$ cat src/rtl/ipv_pkg.sv
// Constants, register map and vector decoding for the interrupt priority unit.
// Assumes a single system clock; all addresses are byte offsets on the plain register port.
package ipv_pkg;

  localparam int NVEC = 64;
  localparam int VW = 6;
  localparam int AW = 21;
  localparam int LW = 2;
  localparam int DW = 32;
  localparam int RAW = 6;

  // Register offsets
  localparam logic [RAW-1:0] A_VBASE = 6'h00;
  localparam logic [RAW-1:0] A_LVL0 = 6'h04;
  localparam logic [RAW-1:0] A_LVL1 = 6'h08;
  localparam logic [RAW-1:0] A_LVL2 = 6'h0C;
  localparam logic [RAW-1:0] A_LVL3 = 6'h10;
  localparam logic [RAW-1:0] A_CTRL = 6'h14;
  localparam logic [RAW-1:0] A_GSTAT = 6'h18;
  localparam logic [RAW-1:0] A_ISTAT = 6'h1C;
  localparam logic [RAW-1:0] A_IMASK = 6'h20;
  localparam logic [RAW-1:0] A_PEND_LO = 6'h24;
  localparam logic [RAW-1:0] A_PEND_HI = 6'h28;

  // Field positions
  localparam int CTRL_EN_BIT = 0;
  localparam int GS_VEC_LSB = 0;
  localparam int GS_VALID_BIT = 8;
  localparam int GS_LVL_LSB = 9;
  localparam int GS_VARIANT_BIT = 16;
  localparam int IS_ACK_BIT = 0;
  localparam int IS_SPUR_BIT = 1;
  localparam int IW = 2;

  // Reset values
  localparam logic [AW-1:0] VBASE_RST = 21'h00_0000;
  localparam logic [NVEC*LW-1:0] LVL_RST = 128'h0;
  localparam logic CTRL_EN_RST = 1'b0;
  localparam logic [IW-1:0] IMASK_RST = 2'h0;

  // Cycles a just-acknowledged source gets to drop its request
  localparam logic [1:0] HOLDOFF_CYC = 2'h2;

  // Cycles after internal reset release before the crossed strap is trusted
  localparam logic [1:0] STRAP_SETTLE_CYC = 2'h2;

  // Vector classes
  localparam logic [NVEC-1:0] VALID_MASK = 64'h0007_EFCF_FDF7_CEFC;
  localparam logic [NVEC-1:0] SMALL_ABSENT = 64'h0001_8000_3C00_0000;
  localparam logic [NVEC-1:0] DBG_MASK = 64'h0000_0000_0000_0EC0;
  localparam logic [VW-1:0] V_CORE_LO = 6'h02;
  localparam logic [VW-1:0] V_CORE_HI = 6'h05;
  localparam logic [VW-1:0] V_SW2 = 6'h0E;
  localparam logic [VW-1:0] V_SW1 = 6'h0F;
  localparam logic [VW-1:0] V_SW0 = 6'h10;
  localparam logic [VW-1:0] V_EXT_A = 6'h11;
  localparam logic [LW-1:0] LVL_TOP = 2'h3;
  localparam logic [LW-1:0] LVL_PERIPH_MAX = 2'h2;
  localparam logic [LW-1:0] LVL_DBG_MIN = 2'h1;

  // Effective level: fixed sources ignore the programmed field, others are clamped
  function automatic logic [LW-1:0] vec_level(input logic [VW-1:0] vec,
                                              input logic [LW-1:0] raw);
    logic [LW-1:0] res;
    res = raw;
    if (vec >= V_CORE_LO && vec <= V_CORE_HI) begin
      res = LVL_TOP;
    end else if (vec == V_SW2) begin
      res = 2'h2;
    end else if (vec == V_SW1) begin
      res = 2'h1;
    end else if (vec == V_SW0) begin
      res = 2'h0;
    end else if (DBG_MASK[vec]) begin
      res = (raw < LVL_DBG_MIN) ? LVL_DBG_MIN : raw;
    end else if (raw > LVL_PERIPH_MAX) begin
      res = LVL_PERIPH_MAX;
    end
    return res;
  endfunction

  // Two program words per entry, placed relative to the table base
  function automatic logic [AW-1:0] entry_addr(input logic [AW-1:0] base,
                                               input logic [VW-1:0] vec);
    return base + {{(AW-VW-1){1'b0}}, vec, 1'b0};
  endfunction

endpackage

$ cat src/rtl/ipv_ctrl.sv
// Interrupt priority and vector-address unit: request collection, level table,
// grant hand-off to the core and a small event/interrupt register set.
// Assumes one 50 MHz clock; core, debug and peripheral requests are levels on that
// clock, the two external request pins and the variant strap are asynchronous.
//
// Contract
// Level 3 before 2 before 1 before 0.
// Same level: smallest vector number wins.
// Entry address is relative to vector base.
// Two words per entry; table reach is 19 bits (the code carries 21-bit base and entry addresses).
// Vectors 0 and 1 never issued as interrupts.
// Software puts jumps at 0,1, calls elsewhere.
// Core exceptions level 3; soft interrupts fixed 2,1,0.
// Debug events 6,7,9,10,11 at levels 1-3.
// External pins and peripherals take levels 0-2.
// Low voltage at 20, PLL at 21.
// Flash events at vectors 22, 23, 24.
// CAN events at vectors 26 to 29.
// IO ports F..A at vectors 30..35.
// SPI1 at 38,39; SPI0 at 40,41.
// Serial 1 at 42,43,45,46; 44 unused.
// Decoder 1 at 47,48; decoder 0 at 49,50.
// Reserved and absent sources never request or win.
// Vector and address held together until acknowledged.
`timescale 1ns/10ps
`default_nettype none
module ipv_ctrl
  import ipv_pkg::*;
(
  input wire logic sys_clk,
  input wire logic rst_n,
  input wire logic [RAW-1:0] reg_addr,
  input wire logic [DW-1:0] reg_wdata,
  input wire logic reg_wr,
  input wire logic reg_rd,
  output logic [DW-1:0] reg_rdata,
  output logic irq,
  input wire logic small_variant,
  input wire logic [3:0] core_exc_req,
  input wire logic [2:0] sw_int_req,
  input wire logic [4:0] debug_req,
  input wire logic ext_request_a,
  input wire logic ext_request_b,
  input wire logic low_voltage_detect_req,
  input wire logic pll_req,
  input wire logic [2:0] flash_module_req,
  input wire logic [3:0] can_req,
  input wire logic [5:0] io_port_req,
  input wire logic [3:0] spi_req,
  input wire logic [3:0] serial_comm_1_req,
  input wire logic [3:0] quad_decoder_req,
  output logic grant_valid,
  output logic [VW-1:0] grant_vec,
  output logic [AW-1:0] grant_addr,
  input wire logic core_ack
);

  // Reset release through two flops
  logic [1:0] rst_ff_r;
  logic rst_sync_n;

  always_ff @(posedge sys_clk or negedge rst_n) begin
    if (!rst_n) begin
      rst_ff_r <= 2'h0;
    end else begin
      rst_ff_r <= {rst_ff_r[0], 1'b1};
    end
  end

  assign rst_sync_n = rst_ff_r[1];

  // Pin synchronisers and strap capture
  logic [1:0] ext_meta_r;
  logic [1:0] ext_sync_r;
  logic strap_meta_r;
  logic strap_sync_r;
  logic variant_r;
  logic variant_done_r;
  logic [1:0] strap_age_r;

  always_ff @(posedge sys_clk or negedge rst_sync_n) begin
    if (!rst_sync_n) begin
      ext_meta_r <= 2'h0;
      ext_sync_r <= 2'h0;
      strap_meta_r <= 1'b0;
      strap_sync_r <= 1'b0;
    end else begin
      ext_meta_r <= {ext_request_b, ext_request_a};
      ext_sync_r <= ext_meta_r;
      strap_meta_r <= small_variant;
      strap_sync_r <= strap_meta_r;
    end
  end

  // The strap is taken debug_unit, after it has crossed; later changes are ignored.
  // The synchroniser leaves reset together with this logic, so taking the
  // strap at debug_unit would capture the flops' reset value instead of the pin.
  always_ff @(posedge sys_clk or negedge rst_sync_n) begin
    if (!rst_sync_n) begin
      variant_r <= 1'b0;
      variant_done_r <= 1'b0;
      strap_age_r <= 2'h0;
    end else if (!variant_done_r) begin
      strap_age_r <= strap_age_r + 2'h1;
      if (strap_age_r == STRAP_SETTLE_CYC) begin
        variant_r <= strap_sync_r;
        variant_done_r <= 1'b1;
      end
    end
  end

  a_strap_debug_unit: assert property (@(posedge sys_clk) disable iff (!rst_sync_n)
    variant_done_r |=> $stable(variant_r))
    else $error("variant strap changed after capture");

  // Request map onto vector numbers
  logic [NVEC-1:0] req_raw_w;
  logic [NVEC-1:0] allow_w;
  logic [NVEC-1:0] pend_w;

  assign req_raw_w = {
    13'h0000,
    quad_decoder_req,
    serial_comm_1_req[3:2], 1'b0,
    serial_comm_1_req[1:0],
    spi_req,
    2'h0,
    io_port_req[0], io_port_req[1], io_port_req[2],
    io_port_req[3], io_port_req[4], io_port_req[5],
    can_req,
    1'b0,
    flash_module_req,
    pll_req, low_voltage_detect_req,
    1'b0,
    ext_sync_r[1], ext_sync_r[0],
    sw_int_req[0], sw_int_req[1], sw_int_req[2],
    2'h0,
    debug_req[4:2], 1'b0, debug_req[1:0],
    core_exc_req,
    2'h0
  };

  assign allow_w = VALID_MASK & ~(variant_r ? SMALL_ABSENT : '0);
  assign pend_w = req_raw_w & allow_w; // see R5

  // Register file
  logic [AW-1:0] vector_base_r;
  logic [NVEC*LW-1:0] lvl_r;
  logic ctrl_en_r;
  logic [IW-1:0] int_stat_r;
  logic [IW-1:0] int_mask_r;
  logic [DW-1:0] reg_rdata_r;
  logic irq_r;
  logic [3:0] lvl_wr_w;
  logic [IW-1:0] stat_set_w;
  logic [IW-1:0] stat_clr_w;
  logic [DW-1:0] gstat_w;
  logic [DW-1:0] rd_mux_w;

  assign lvl_wr_w[0] = reg_wr && reg_addr == A_LVL0;
  assign lvl_wr_w[1] = reg_wr && reg_addr == A_LVL1;
  assign lvl_wr_w[2] = reg_wr && reg_addr == A_LVL2;
  assign lvl_wr_w[3] = reg_wr && reg_addr == A_LVL3;
  assign stat_clr_w = (reg_wr && reg_addr == A_ISTAT) ? reg_wdata[IW-1:0] : '0;

  always_ff @(posedge sys_clk or negedge rst_sync_n) begin
    if (!rst_sync_n) begin
      vector_base_r <= VBASE_RST;
      ctrl_en_r <= CTRL_EN_RST;
      int_mask_r <= IMASK_RST;
    end else if (reg_wr) begin
      if (reg_addr == A_VBASE) begin
        vector_base_r <= reg_wdata[AW-1:0];
      end
      if (reg_addr == A_CTRL) begin
        ctrl_en_r <= reg_wdata[CTRL_EN_BIT];
      end
      if (reg_addr == A_IMASK) begin
        int_mask_r <= reg_wdata[IW-1:0];
      end
    end
  end

  always_ff @(posedge sys_clk or negedge rst_sync_n) begin
    if (!rst_sync_n) begin
      lvl_r <= LVL_RST;
    end else begin
      for (int k = 0; k < 4; k++) begin
        if (lvl_wr_w[k]) begin
          lvl_r[DW*k +: DW] <= reg_wdata;
        end
      end
    end
  end

  // Fixed and clamped levels per vector
  logic [NVEC*LW-1:0] lvl_eff_w;

  always_comb begin
    lvl_eff_w = '0;
    for (int v = 0; v < NVEC; v++) begin
      lvl_eff_w[LW*v +: LW] = vec_level(v[VW-1:0], lvl_r[LW*v +: LW]); // see R7 see R8
    end
  end

  // Arbitration
  logic win_valid_w;
  logic [VW-1:0] win_vec_w;
  logic [LW-1:0] win_lvl_w;

  ipv_arb u_arb (
    .clk(sys_clk),
    .rst_n(rst_sync_n),
    .pend(pend_w),
    .lvl(lvl_eff_w),
    .win_valid_r(win_valid_w),
    .win_vec_r(win_vec_w),
    .win_lvl_r(win_lvl_w)
  );

  // Grant hand-off to the core
  logic grant_valid_r;
  logic [VW-1:0] grant_vec_r;
  logic [AW-1:0] grant_addr_r;
  logic [LW-1:0] grant_lvl_r;
  logic [1:0] holdoff_r;
  logic take_w;
  logic ack_evt_w;
  logic spur_evt_w;

  // The pick is one cycle old, so the winner must still be pending when taken
  assign take_w = ctrl_en_r && !grant_valid_r && holdoff_r == 2'h0 &&
                  win_valid_w && pend_w[win_vec_w];
  assign ack_evt_w = grant_valid_r && core_ack;
  assign spur_evt_w = core_ack && !grant_valid_r;

  always_ff @(posedge sys_clk or negedge rst_sync_n) begin
    if (!rst_sync_n) begin
      grant_valid_r <= 1'b0;
      grant_vec_r <= '0;
      grant_addr_r <= '0;
      grant_lvl_r <= '0;
      holdoff_r <= 2'h0;
    end else if (take_w) begin
      grant_valid_r <= 1'b1;
      grant_vec_r <= win_vec_w;
      grant_addr_r <= entry_addr(vector_base_r, win_vec_w); // see R3 see R4
      grant_lvl_r <= win_lvl_w;
    end else if (ack_evt_w) begin
      grant_valid_r <= 1'b0;
      holdoff_r <= HOLDOFF_CYC;
    end else if (holdoff_r != 2'h0) begin
      holdoff_r <= holdoff_r - 2'h1;
    end
  end

  // Event flags: a new event beats a clear in the same cycle
  assign stat_set_w = {spur_evt_w, ack_evt_w};

  always_ff @(posedge sys_clk or negedge rst_sync_n) begin
    if (!rst_sync_n) begin
      int_stat_r <= '0;
      irq_r <= 1'b0;
    end else begin
      int_stat_r <= (int_stat_r & ~stat_clr_w) | stat_set_w;
      irq_r <= |(int_stat_r & int_mask_r);
    end
  end

  // Read path
  assign gstat_w = {15'h0000, variant_r, 5'h00, grant_lvl_r, grant_valid_r, 2'h0, grant_vec_r};
  assign rd_mux_w =
    (reg_addr == A_VBASE)   ? {{(DW-AW){1'b0}}, vector_base_r} :
    (reg_addr == A_LVL0)    ? lvl_r[DW*0 +: DW] :
    (reg_addr == A_LVL1)    ? lvl_r[DW*1 +: DW] :
    (reg_addr == A_LVL2)    ? lvl_r[DW*2 +: DW] :
    (reg_addr == A_LVL3)    ? lvl_r[DW*3 +: DW] :
    (reg_addr == A_CTRL)    ? {{(DW-1){1'b0}}, ctrl_en_r} :
    (reg_addr == A_GSTAT)   ? gstat_w :
    (reg_addr == A_ISTAT)   ? {{(DW-IW){1'b0}}, int_stat_r} :
    (reg_addr == A_IMASK)   ? {{(DW-IW){1'b0}}, int_mask_r} :
    (reg_addr == A_PEND_LO) ? pend_w[DW-1:0] :
    (reg_addr == A_PEND_HI) ? pend_w[NVEC-1:DW] :
    '0;

  always_ff @(posedge sys_clk or negedge rst_sync_n) begin
    if (!rst_sync_n) begin
      reg_rdata_r <= '0;
    end else begin
      reg_rdata_r <= reg_rd ? rd_mux_w : '0;
    end
  end

  assign reg_rdata = reg_rdata_r;
  assign irq = irq_r;
  assign grant_valid = grant_valid_r;
  assign grant_vec = grant_vec_r;
  assign grant_addr = grant_addr_r;

  // Checks
  logic [NVEC-1:0] pend_q;

  always_ff @(posedge sys_clk or negedge rst_sync_n) begin
    if (!rst_sync_n) begin
      pend_q <= '0;
    end else begin
      pend_q <= pend_w;
    end
  end

  a_grant_hold: assert property (@(posedge sys_clk) disable iff (!rst_sync_n)
    grant_valid_r && !core_ack |=> grant_valid_r && $stable(grant_vec_r) &&
    $stable(grant_addr_r))
    else $error("grant changed before the core acknowledged it");

  a_entry_addr: assert property (@(posedge sys_clk) disable iff (!rst_sync_n)
    $rose(grant_valid_r) |->
    grant_addr_r == $past(vector_base_r) + {{(AW-VW-1){1'b0}}, grant_vec_r, 1'b0})
    else $error("entry address does not match base plus twice the vector");

  a_no_reset_vec: assert property (@(posedge sys_clk) disable iff (!rst_sync_n)
    grant_valid_r |-> grant_vec_r >= V_CORE_LO)
    else $error("reset overlay vector issued as interrupt");

  a_no_reserved: assert property (@(posedge sys_clk) disable iff (!rst_sync_n)
    grant_valid_r |-> VALID_MASK[grant_vec_r] &&
    !(variant_r && SMALL_ABSENT[grant_vec_r]))
    else $error("reserved or absent vector granted");

  a_core_level: assert property (@(posedge sys_clk) disable iff (!rst_sync_n)
    grant_valid_r |->
    (grant_vec_r inside {[V_CORE_LO:V_CORE_HI]} ? grant_lvl_r == 2'h3 : 1'b1) &&
    (grant_vec_r == V_SW2 ? grant_lvl_r == 2'h2 : 1'b1) &&
    (grant_vec_r == V_SW1 ? grant_lvl_r == 2'h1 : 1'b1) &&
    (grant_vec_r == V_SW0 ? grant_lvl_r == 2'h0 : 1'b1))
    else $error("core source granted at the wrong level");

  a_dbg_level: assert property (@(posedge sys_clk) disable iff (!rst_sync_n)
    grant_valid_r && DBG_MASK[grant_vec_r] |-> grant_lvl_r != 2'h0)
    else $error("debug event granted at level 0");

  a_periph_level: assert property (@(posedge sys_clk) disable iff (!rst_sync_n)
    grant_valid_r && grant_vec_r >= V_EXT_A |-> grant_lvl_r <= 2'h2)
    else $error("external or peripheral source above level 2");

  a_source_map: assert property (@(posedge sys_clk) disable iff (!rst_sync_n)
    $rose(grant_valid_r) |-> pend_q[grant_vec_r])
    else $error("granted vector had no pending source");

  a_ack_event: assert property (@(posedge sys_clk) disable iff (!rst_sync_n)
    grant_valid_r && core_ack |=> !grant_valid_r && int_stat_r[IS_ACK_BIT] ##1
    !grant_valid_r)
    else $error("acknowledge did not retire the grant and flag it");

endmodule
`default_nettype wire

$ cat src/rtl/ipv_arb.sv
// Priority pick over all pending vectors: highest level first, then lowest vector.
// Assumes pend and lvl come from logic on the same clock; result is registered.
`timescale 1ns/10ps
`default_nettype none
module ipv_arb
  import ipv_pkg::*;
(
  input wire logic clk,
  input wire logic rst_n,
  input wire logic [NVEC-1:0] pend,
  input wire logic [NVEC*LW-1:0] lvl,
  output logic win_valid_r,
  output logic [VW-1:0] win_vec_r,
  output logic [LW-1:0] win_lvl_r
);

  logic found_w;
  logic [VW-1:0] best_v_w;
  logic [LW-1:0] best_l_w;

  // Walking downward with >= lets the lower vector take a tie
  always_comb begin
    found_w = 1'b0;
    best_v_w = '0;
    best_l_w = '0;
    for (int v = NVEC - 1; v >= 0; v--) begin
      if (pend[v] && (!found_w || lvl[LW*v +: LW] >= best_l_w)) begin // see R1
        found_w = 1'b1;
        best_v_w = v[VW-1:0];
        best_l_w = lvl[LW*v +: LW];
      end
    end
  end

  always_ff @(posedge clk or negedge rst_n) begin
    if (!rst_n) begin
      win_valid_r <= 1'b0;
      win_vec_r <= '0;
      win_lvl_r <= '0;
    end else begin
      win_valid_r <= found_w;
      win_vec_r <= best_v_w;
      win_lvl_r <= best_l_w;
    end
  end

  // Helper copies for checking the pick against last cycle's inputs
  logic [NVEC-1:0] pend_q;
  logic [NVEC*LW-1:0] lvl_q;
  logic higher_q_w;
  logic tie_lower_w;

  always_ff @(posedge clk or negedge rst_n) begin
    if (!rst_n) begin
      pend_q <= '0;
      lvl_q <= '0;
    end else begin
      pend_q <= pend;
      lvl_q <= lvl;
    end
  end

  always_comb begin
    higher_q_w = 1'b0;
    tie_lower_w = 1'b0;
    for (int v = 0; v < NVEC; v++) begin
      if (pend_q[v] && lvl_q[LW*v +: LW] > win_lvl_r) begin
        higher_q_w = 1'b1;
      end
      if (pend_q[v] && lvl_q[LW*v +: LW] == win_lvl_r && v < int'(win_vec_r)) begin
        tie_lower_w = 1'b1;
      end
    end
  end

  a_level_first: assert property (@(posedge clk) disable iff (!rst_n)
    win_valid_r |-> !higher_q_w && pend_q[win_vec_r])
    else $error("winner is not at the highest pending level");

  a_lowest_vector: assert property (@(posedge clk) disable iff (!rst_n)
    win_valid_r |-> !tie_lower_w)
    else $error("a lower vector at the same level was passed over");

endmodule
`default_nettype wire

$ cat config.mk
export PLATFORM = sky130hd
export DESIGN_NAME = ipv_ctrl
export DESIGN_NICKNAME = d
export VERILOG_FILES = /design/src/rtl/ipv_pkg.sv /design/src/rtl/ipv_ctrl.sv /design/src/rtl/ipv_arb.sv
export SDC_FILE = /design/constraint.sdc
export NUM_CORES = 1
export LEC_CHECK = 0
export ABC_AREA = 1
export BUFFER_PORTS_ARGS = -buffer_cell sky130_fd_sc_hd__buf_4
export CORE_MARGIN = 3
export CORE_UTILIZATION = 65
export DETAILED_ROUTE_END_ITERATION = 12
export HOLD_SLACK_MARGIN = 0.05
export PLACE_DENSITY = 0.85
export SLEW_MARGIN = 20
export SYNTH_ARGS = -nofsm -noshare
export SYNTH_HDL_FRONTEND = slang
export SYNTH_SLANG_ARGS = --single-unit
$ cat constraint.sdc
create_clock -name sys_clk -period 11.1 [get_ports sys_clk]
set_input_delay 2.22 -clock sys_clk [delete_from_list [all_inputs] [get_ports sys_clk]]
set_output_delay 2.22 -clock sys_clk [all_outputs]
set_load 0.01 [all_outputs]
==> results of run 1 <==
[kinds of logic after synthesis]
group           count (synthesis)
compound gates                444
xor+xnor                       14
fa+ha+maj                      73
buf+inv                       353
flops                         240
other cells                     1
simple gates                  757
[through the flow]
stage	utilization (%)	cell area (um^2)	setup WS, ns	hold slack [ns]	TNS (ns)
after CTS	96.3	20500	-19.24	0.293	-153.40
after detailed placement	84.5	18000	-20.32	0.289	-161.61
after floorplan	-	14500	-18.26	0.331	-144.63
after global placement	84.5	18000	-18.73	0.289	-149.03
[timing repair]
action                     in CTS
resized for setup              70
setup buffers                 180
setup endpoints to repair       8
pin swaps                      79
hold endpoints to repair        0
==> Implementation_results.wiki, run 1 <==
{| class="wikitable"
! Metric !! Value
|-
| Outcome || stopped before the end
|-
| Last stage reached || global routing (5_1_grt)
|-
| Error text reported by the tool || [ERROR DPL-0038] Utilization greater than 100%, impossible to legalize
|-
| Horizontal die dimension || 154 um
|-
| Area share of the leading cell type in the synthesized netlist || 42.2%
|-
| Instance count of the mapped netlist || 1,882
|-
| Number of H-tree branching levels || 1
|-
| Synth warnings || 0
|-
| Adder-cell area share of the yosys netlist || 6.47%
|-
| Total number of clock tree sinks || 240
|-
| Type of the worst endpoint after the last repair || sequential cell input
|-
| Share of synthesized area occupied by flip-flops and latches || 42.2%
|-
| Worst endpoint after global-route timing repair || u_arb.win_vec_r[5]$_DFF_PN0_/D
|-
| Number of buffers between clock root and the deepest sink || 3
|-
| Post-synthesis instance area || 0.0142 mm^2
|-
| Mean Syn Cell Area || 7.57 um^2
|-
| Cell accounting for the most synthesized area || sky130_fd_sc_hd__dfrtp_1
|-
| Basic-gate share of the synthesized area counting and, or, nand and nor cells || 23.5%
|-
| Total I/O pin count || 146
|-
| # port buffers || 145
|-
| Root buffer selected by CTS || sky130_fd_sc_hd__clkbuf_16
|-
| Post-synthesis xor/xnor area fraction || 0.861%
|-
| Post-DP HPWL || 37.6 mm
|-
| Most used flip-flop cell after synthesis || sky130_fd_sc_hd__dfrtp_1
|-
| Synthesis-stage register bit count || 240
|-
| Mux cell area share after synthesis || 0%
|-
| Final weighted congestion of routability-driven global placement || 1.00
|-
| Y dimension of the die || 154 um
|-
| Most common library cells after synthesis || sky130_fd_sc_hd__nand2_1 (460), sky130_fd_sc_hd__o21ai_0 (263), sky130_fd_sc_hd__dfrtp_1 (240), sky130_fd_sc_hd__inv_1 (235)
|-
| Area fraction in compound gates after synthesis || 17.7%
|-
| Net count after synthesis || 2,040
|-
| Total placed cells including tap cells || 2,529
|-
| Number of buffers created by CTS || 26
|-
| EDFF count, synth || 0
|-
| Number of buffers inserted by hold repair at cts || 0
|-
| Number of distinct library cells after synthesis || 53
|-
| Most common cell in the netlist || sky130_fd_sc_hd__nand2_1
|-
| Combinational family with the most area after synthesis || simple AND/OR/NAND/NOR gates
|-
| Async set or reset register ratio after synthesis || 100%
|-
| Largest cells by area after synthesis || sky130_fd_sc_hd__dfrtp_1 (42%), sky130_fd_sc_hd__nand2_1 (12%), sky130_fd_sc_hd__o21ai_0 (9.2%)
|-
| Cell Rows || 53
|-
| Largest net degree at the start of global routing || 78
|-
| Starting Density || 66.9%
|}
==> run 2: changes to the inputs <==
--- a/config.mk
+++ b/config.mk
@@ -8,10 +8,9 @@
 export ABC_AREA = 1
 export BUFFER_PORTS_ARGS = -buffer_cell sky130_fd_sc_hd__buf_4
 export CORE_MARGIN = 3
-export CORE_UTILIZATION = 65
+export CORE_UTILIZATION = 40
 export DETAILED_ROUTE_END_ITERATION = 12
-export HOLD_SLACK_MARGIN = 0.05
-export PLACE_DENSITY = 0.85
+export PLACE_DENSITY_LB_ADDON = 0.15
 export SLEW_MARGIN = 20
 export SYNTH_ARGS = -nofsm -noshare
 export SYNTH_HDL_FRONTEND = slang
==> run 2 against run 1 <==
  * The flow now finishes, with violations (negative setup slack)
  * Synthesized area did not move
  * Synthesized cell count unchanged
==> Implementation_results.wiki, run 2 <==
{| class="wikitable"
! Metric !! Value
|-
| Max-slew violations || 0
|-
| Post-route fraction of the period consumed by the critical path || 271%
|-
| Async set or reset register ratio after synthesis || 100%
|-
| Slew at the pin with the worst max-slew slack || 0.965 ns
|-
| Logic pwr share || 63.9%
|-
| Post-layout nets || 2,561
|-
| Max FFs per register || 128
|-
| Core ar. || 0.0348 mm^2
|-
| Net count after synthesis || 2,040
|-
| Combinational family with the most area after synthesis || simple AND/OR/NAND/NOR gates
|-
| Final Worst Setup Slack || -18.97 ns
|-
| Max Cap Violations || 0
|-
| Violated checks || negative setup slack
|-
| Average wire length per cell after detail routing || 19.3 um
|-
| Global-route wire length before repair || 83.7 mm
|-
| Antenna violations before repair || 2
|-
| Outcome || complete, but fails checks
|-
| Startpoint of the most critical hold path || ext_meta_r[1]
|-
| Mean Syn Cell Area || 7.57 um^2
|-
| GR Util All Layers || 28.1%
|-
| Final weighted congestion of routability-driven global placement || 0.968
|-
| Final Util || 60.2%
|-
| Total wirelength of the detailed-routed design || 55.7 mm
|-
| Largest net degree at the start of global routing || 70
|-
| Achievable Freq || 33.3 MHz
|-
| DR pass1 iterations || 6
|-
| Post-synthesis instance area || 0.0142 mm^2
|-
| Sw Ratio || 39.2%
|-
| Part of the total power dissipated in the clock network || 16.0%
|-
| Share of layout cells above drive strength 1 || 39.4%
|-
| Worst hold slack after final layout || 0.346 ns
|-
| Cell with the biggest individual delay on the critical path || sky130_fd_sc_hd__or3b_4
|-
| Peak supply drop || 0.000172 V
|-
| Y dimension of the die || 195 um
|-
| Starting Density || 40.9%
|-
| CP Class || in2reg
|-
| CP Data Arrival Time || 30.60 ns
|-
| Most frequent CP cell || sky130_fd_sc_hd__nand2_2
|-
| Net switching power || 2.21 mW
|-
| Total I/O pin count || 146
|-
| Post-route minimum period || 30.07 ns
|-
| Total overflow reported by the global router || 0
|-
| Cell Rows || 68
|-
| Post-layout total power || 5.64 mW
|-
| Flip-flop and latch area || 0.00601 mm^2
|-
| Synthesis-to-layout area growth || 47.1%
|-
| Origin of the critical flop-to-flop path || lvl_r[99]
|-
| Number of failing setup endpoints in the final timing report || 8
|-
| Worst-path maximum fanout || 5
|-
| Most common cell in the netlist || sky130_fd_sc_hd__nand2_1
|-
| Total number of clock tree sinks || 240
|-
| EDFF count, synth || 0
|-
| Pwr/cell area || 270 mW/mm^2
|-
| Mux cell area share after synthesis || 0%
|-
| Area of the die || 0.0379 mm^2
|-
| Min-delay worst type || reg2reg
|-
| Number of distinct library cells after synthesis || 53
|-
| Startpoint types || input pin
|-
| Fill cell instance count of the final layout || 3,158
|-
| Final number of hold-violating endpoints || 0
|-
| Number of buffers between clock root and the deepest sink || 3
|-
| Number of DRC markers in iteration 0 || 1,230
|-
| Post-DP HPWL || 39.6 mm
|-
| Number of buffers inserted by hold repair at cts || 0
|-
| Post-synthesis xor/xnor area fraction || 0.861%
|-
| CTS clock-pin slew for the worst setup and hold paths || 0.06 ns
|-
| Clock latency at the later pin of the worst-skew pair || 0.59 ns
|-
| CTS tree || built
|-
| Instance count of the mapped netlist || 1,882
|-
| Residual DRC || 0
|-
| Most frequent standard cell in the layout excluding fill and tap cells || sky130_fd_sc_hd__buf_4
|-
| Root buffer selected by CTS || sky130_fd_sc_hd__clkbuf_16
|-
| Most common library cells after synthesis || sky130_fd_sc_hd__nand2_1 (460), sky130_fd_sc_hd__o21ai_0 (263), sky130_fd_sc_hd__dfrtp_1 (240), sky130_fd_sc_hd__inv_1 (235)
|-
| Internal power || 3.43 mW
|-
| Basic-gate share of the synthesized area counting and, or, nand and nor cells || 23.5%
|-
| Max-slew headroom || 35.7%
|-
| Synth warnings || 0
|-
| Area taken by multi-input logic gates || 0.00804 mm^2
|-
| Sequential power share || 20.1%
|-
| Kind of capture point of the worst setup path || register
|-
| Pleak || 10.4 nW
|-
| ANT nets after route || 0
|-
| Number of buffers created by CTS || 28
|-
| Synthesis-stage register bit count || 240
|-
| Vias per cell || 5.24
|-
| Clock skew || 0.0358 ns
|-
| Area fraction in compound gates after synthesis || 17.7%
|-
| Via count of the first global-routing pass || 14.7k
|-
| Cell accounting for the most synthesized area || sky130_fd_sc_hd__dfrtp_1
|-
| Leading cell types in the layout, fill and taps excluded || sky130_fd_sc_hd__buf_4 (572), sky130_fd_sc_hd__nand2_1 (370), sky130_fd_sc_hd__dfrtp_1 (239), sky130_fd_sc_hd__o21ai_0 (229), sky130_fd_sc_hd__inv_1 (203)
|-
| Horizontal die dimension || 195 um
|-
| Share of synthesized area occupied by flip-flops and latches || 42.2%
|-
| Crit. Startpoint || quad_decoder_req[3]
|-
| Data required, critical path || 11.63 ns
|-
| Largest cells by area after synthesis || sky130_fd_sc_hd__dfrtp_1 (42%), sky130_fd_sc_hd__nand2_1 (12%), sky130_fd_sc_hd__o21ai_0 (9.2%)
|-
| Adder-cell area share of the yosys netlist || 6.47%
|-
| Largest register by flop count || lvl_r
|-
| Most used flip-flop cell after synthesis || sky130_fd_sc_hd__dfrtp_1
|-
| Setup repair after global routing missed its margin || yes
|-
| # port buffers || 145
|-
| Area share of the leading cell type in the synthesized netlist || 42.2%
|-
| Via count || 15.1k
|-
| Largest stage delay on the critical path || 0.40 ns
|-
| Number of H-tree branching levels || 1
|}
## run 2: critical path: cells and delay by family
| kind | cells | cell delay (ns) |
|---|---|---|
| AND/OR/NAND/NOR | 134 | 14.27 |
| buffers and inverters | 32 | 2.06 |
| AO/OA/AOI/OAI | 38 | 3.97 |
| adder cells (fa/ha/maj) | 33 | 8.02 |
## run 2: worst paths after layout
path,end,slack [ns],cells past startpoint
setup reg to reg,u_arb.win_vec_r[4],-17.74,236
hold / removal,ext_sync_r[1],0.35,0
hold reg to reg,ext_sync_r[1],0.35,0
min in group asynchronous,reg_rdata[17],0.46,0
setup / recovery,u_arb.win_vec_r[4],-18.97,237
max in group asynchronous,lvl_r[1],9.15,1
## run 2: kinds of logic (layout without fill, tap and decap cells)
logic type	after synthesis	after routing
buffers and inverters	353	894
AND/OR/NAND/NOR	757	757
flip-flops	240	240
AO/OA/AOI/OAI	444	444
other	1	3
adder cells (fa/ha/maj)	73	73
XOR/XNOR	14	14
## run 2: layer usage
| metal | global-route usage, % | share of wire, % | vias up |
|---|---|---|---|
| li1 | - | - | 7246 |
| met1 | 38.8 | 43 | 7175 |
| met2 | 44.7 | 46 | 553 |
| met3 | 5.23 | 7.5 | 115 |
| met4 | 9.68 | 3.7 | 0 |
| met5 | 0 | 0 | - |
## run 2: power groups by stage
stage | logic [mW] | registers [mW] | clock network [mW]
4_1_cts | 2.99 | 1.13 | 0.918
6_report | 3.61 | 1.13 | 0.903
3_3_place_gp | 2.62 | 1.14 | 0
2_1_floorplan | 1.40 | 1.14 | 0
3_5_place_dp | 2.67 | 1.14 | 0
5_1_grt | 3.96 | 1.15 | 0.955
## run 2: what timing repair did
action / CTS / global route
pin swaps: 48 / 137
endpoints found under the setup margin: 8 / 8
resized for setup: 40 / 165
endpoints found under the hold margin: 0 / 0
buffers inserted: 72 / 38
## run 2: layout make-up
| class | instances | area share [%] |
|---|---|---|
| Multi-Input combinational cell | 1289 | 38.4 |
| Sequential cell | 240 | 28.7 |
| Timing Repair Buffer | 583 | 21.1 |
| Inverter | 261 | 4.81 |
| Clock buffer | 42 | 3.79 |
| Tap cell | 455 | 2.72 |
| Clock inverter | 8 | 0.454 |
| Antenna cell | 2 | 0.0239 |
## run 2: metrics by stage
stage                     cell area (um^2)  setup WS [ns]  instances  setup TNS (ns)
after floorplan                      14500         -18.26       1882         -144.63
after global placement               18300         -19.03       2720         -151.41
after detailed placement             18300         -20.01       2720         -159.02
after CTS                            19900         -18.94       2842         -150.73
after global routing                 20900         -20.91       2878         -166.41
final                                20900         -18.97       2880         -150.94
(Power assumes the default switching activity.)
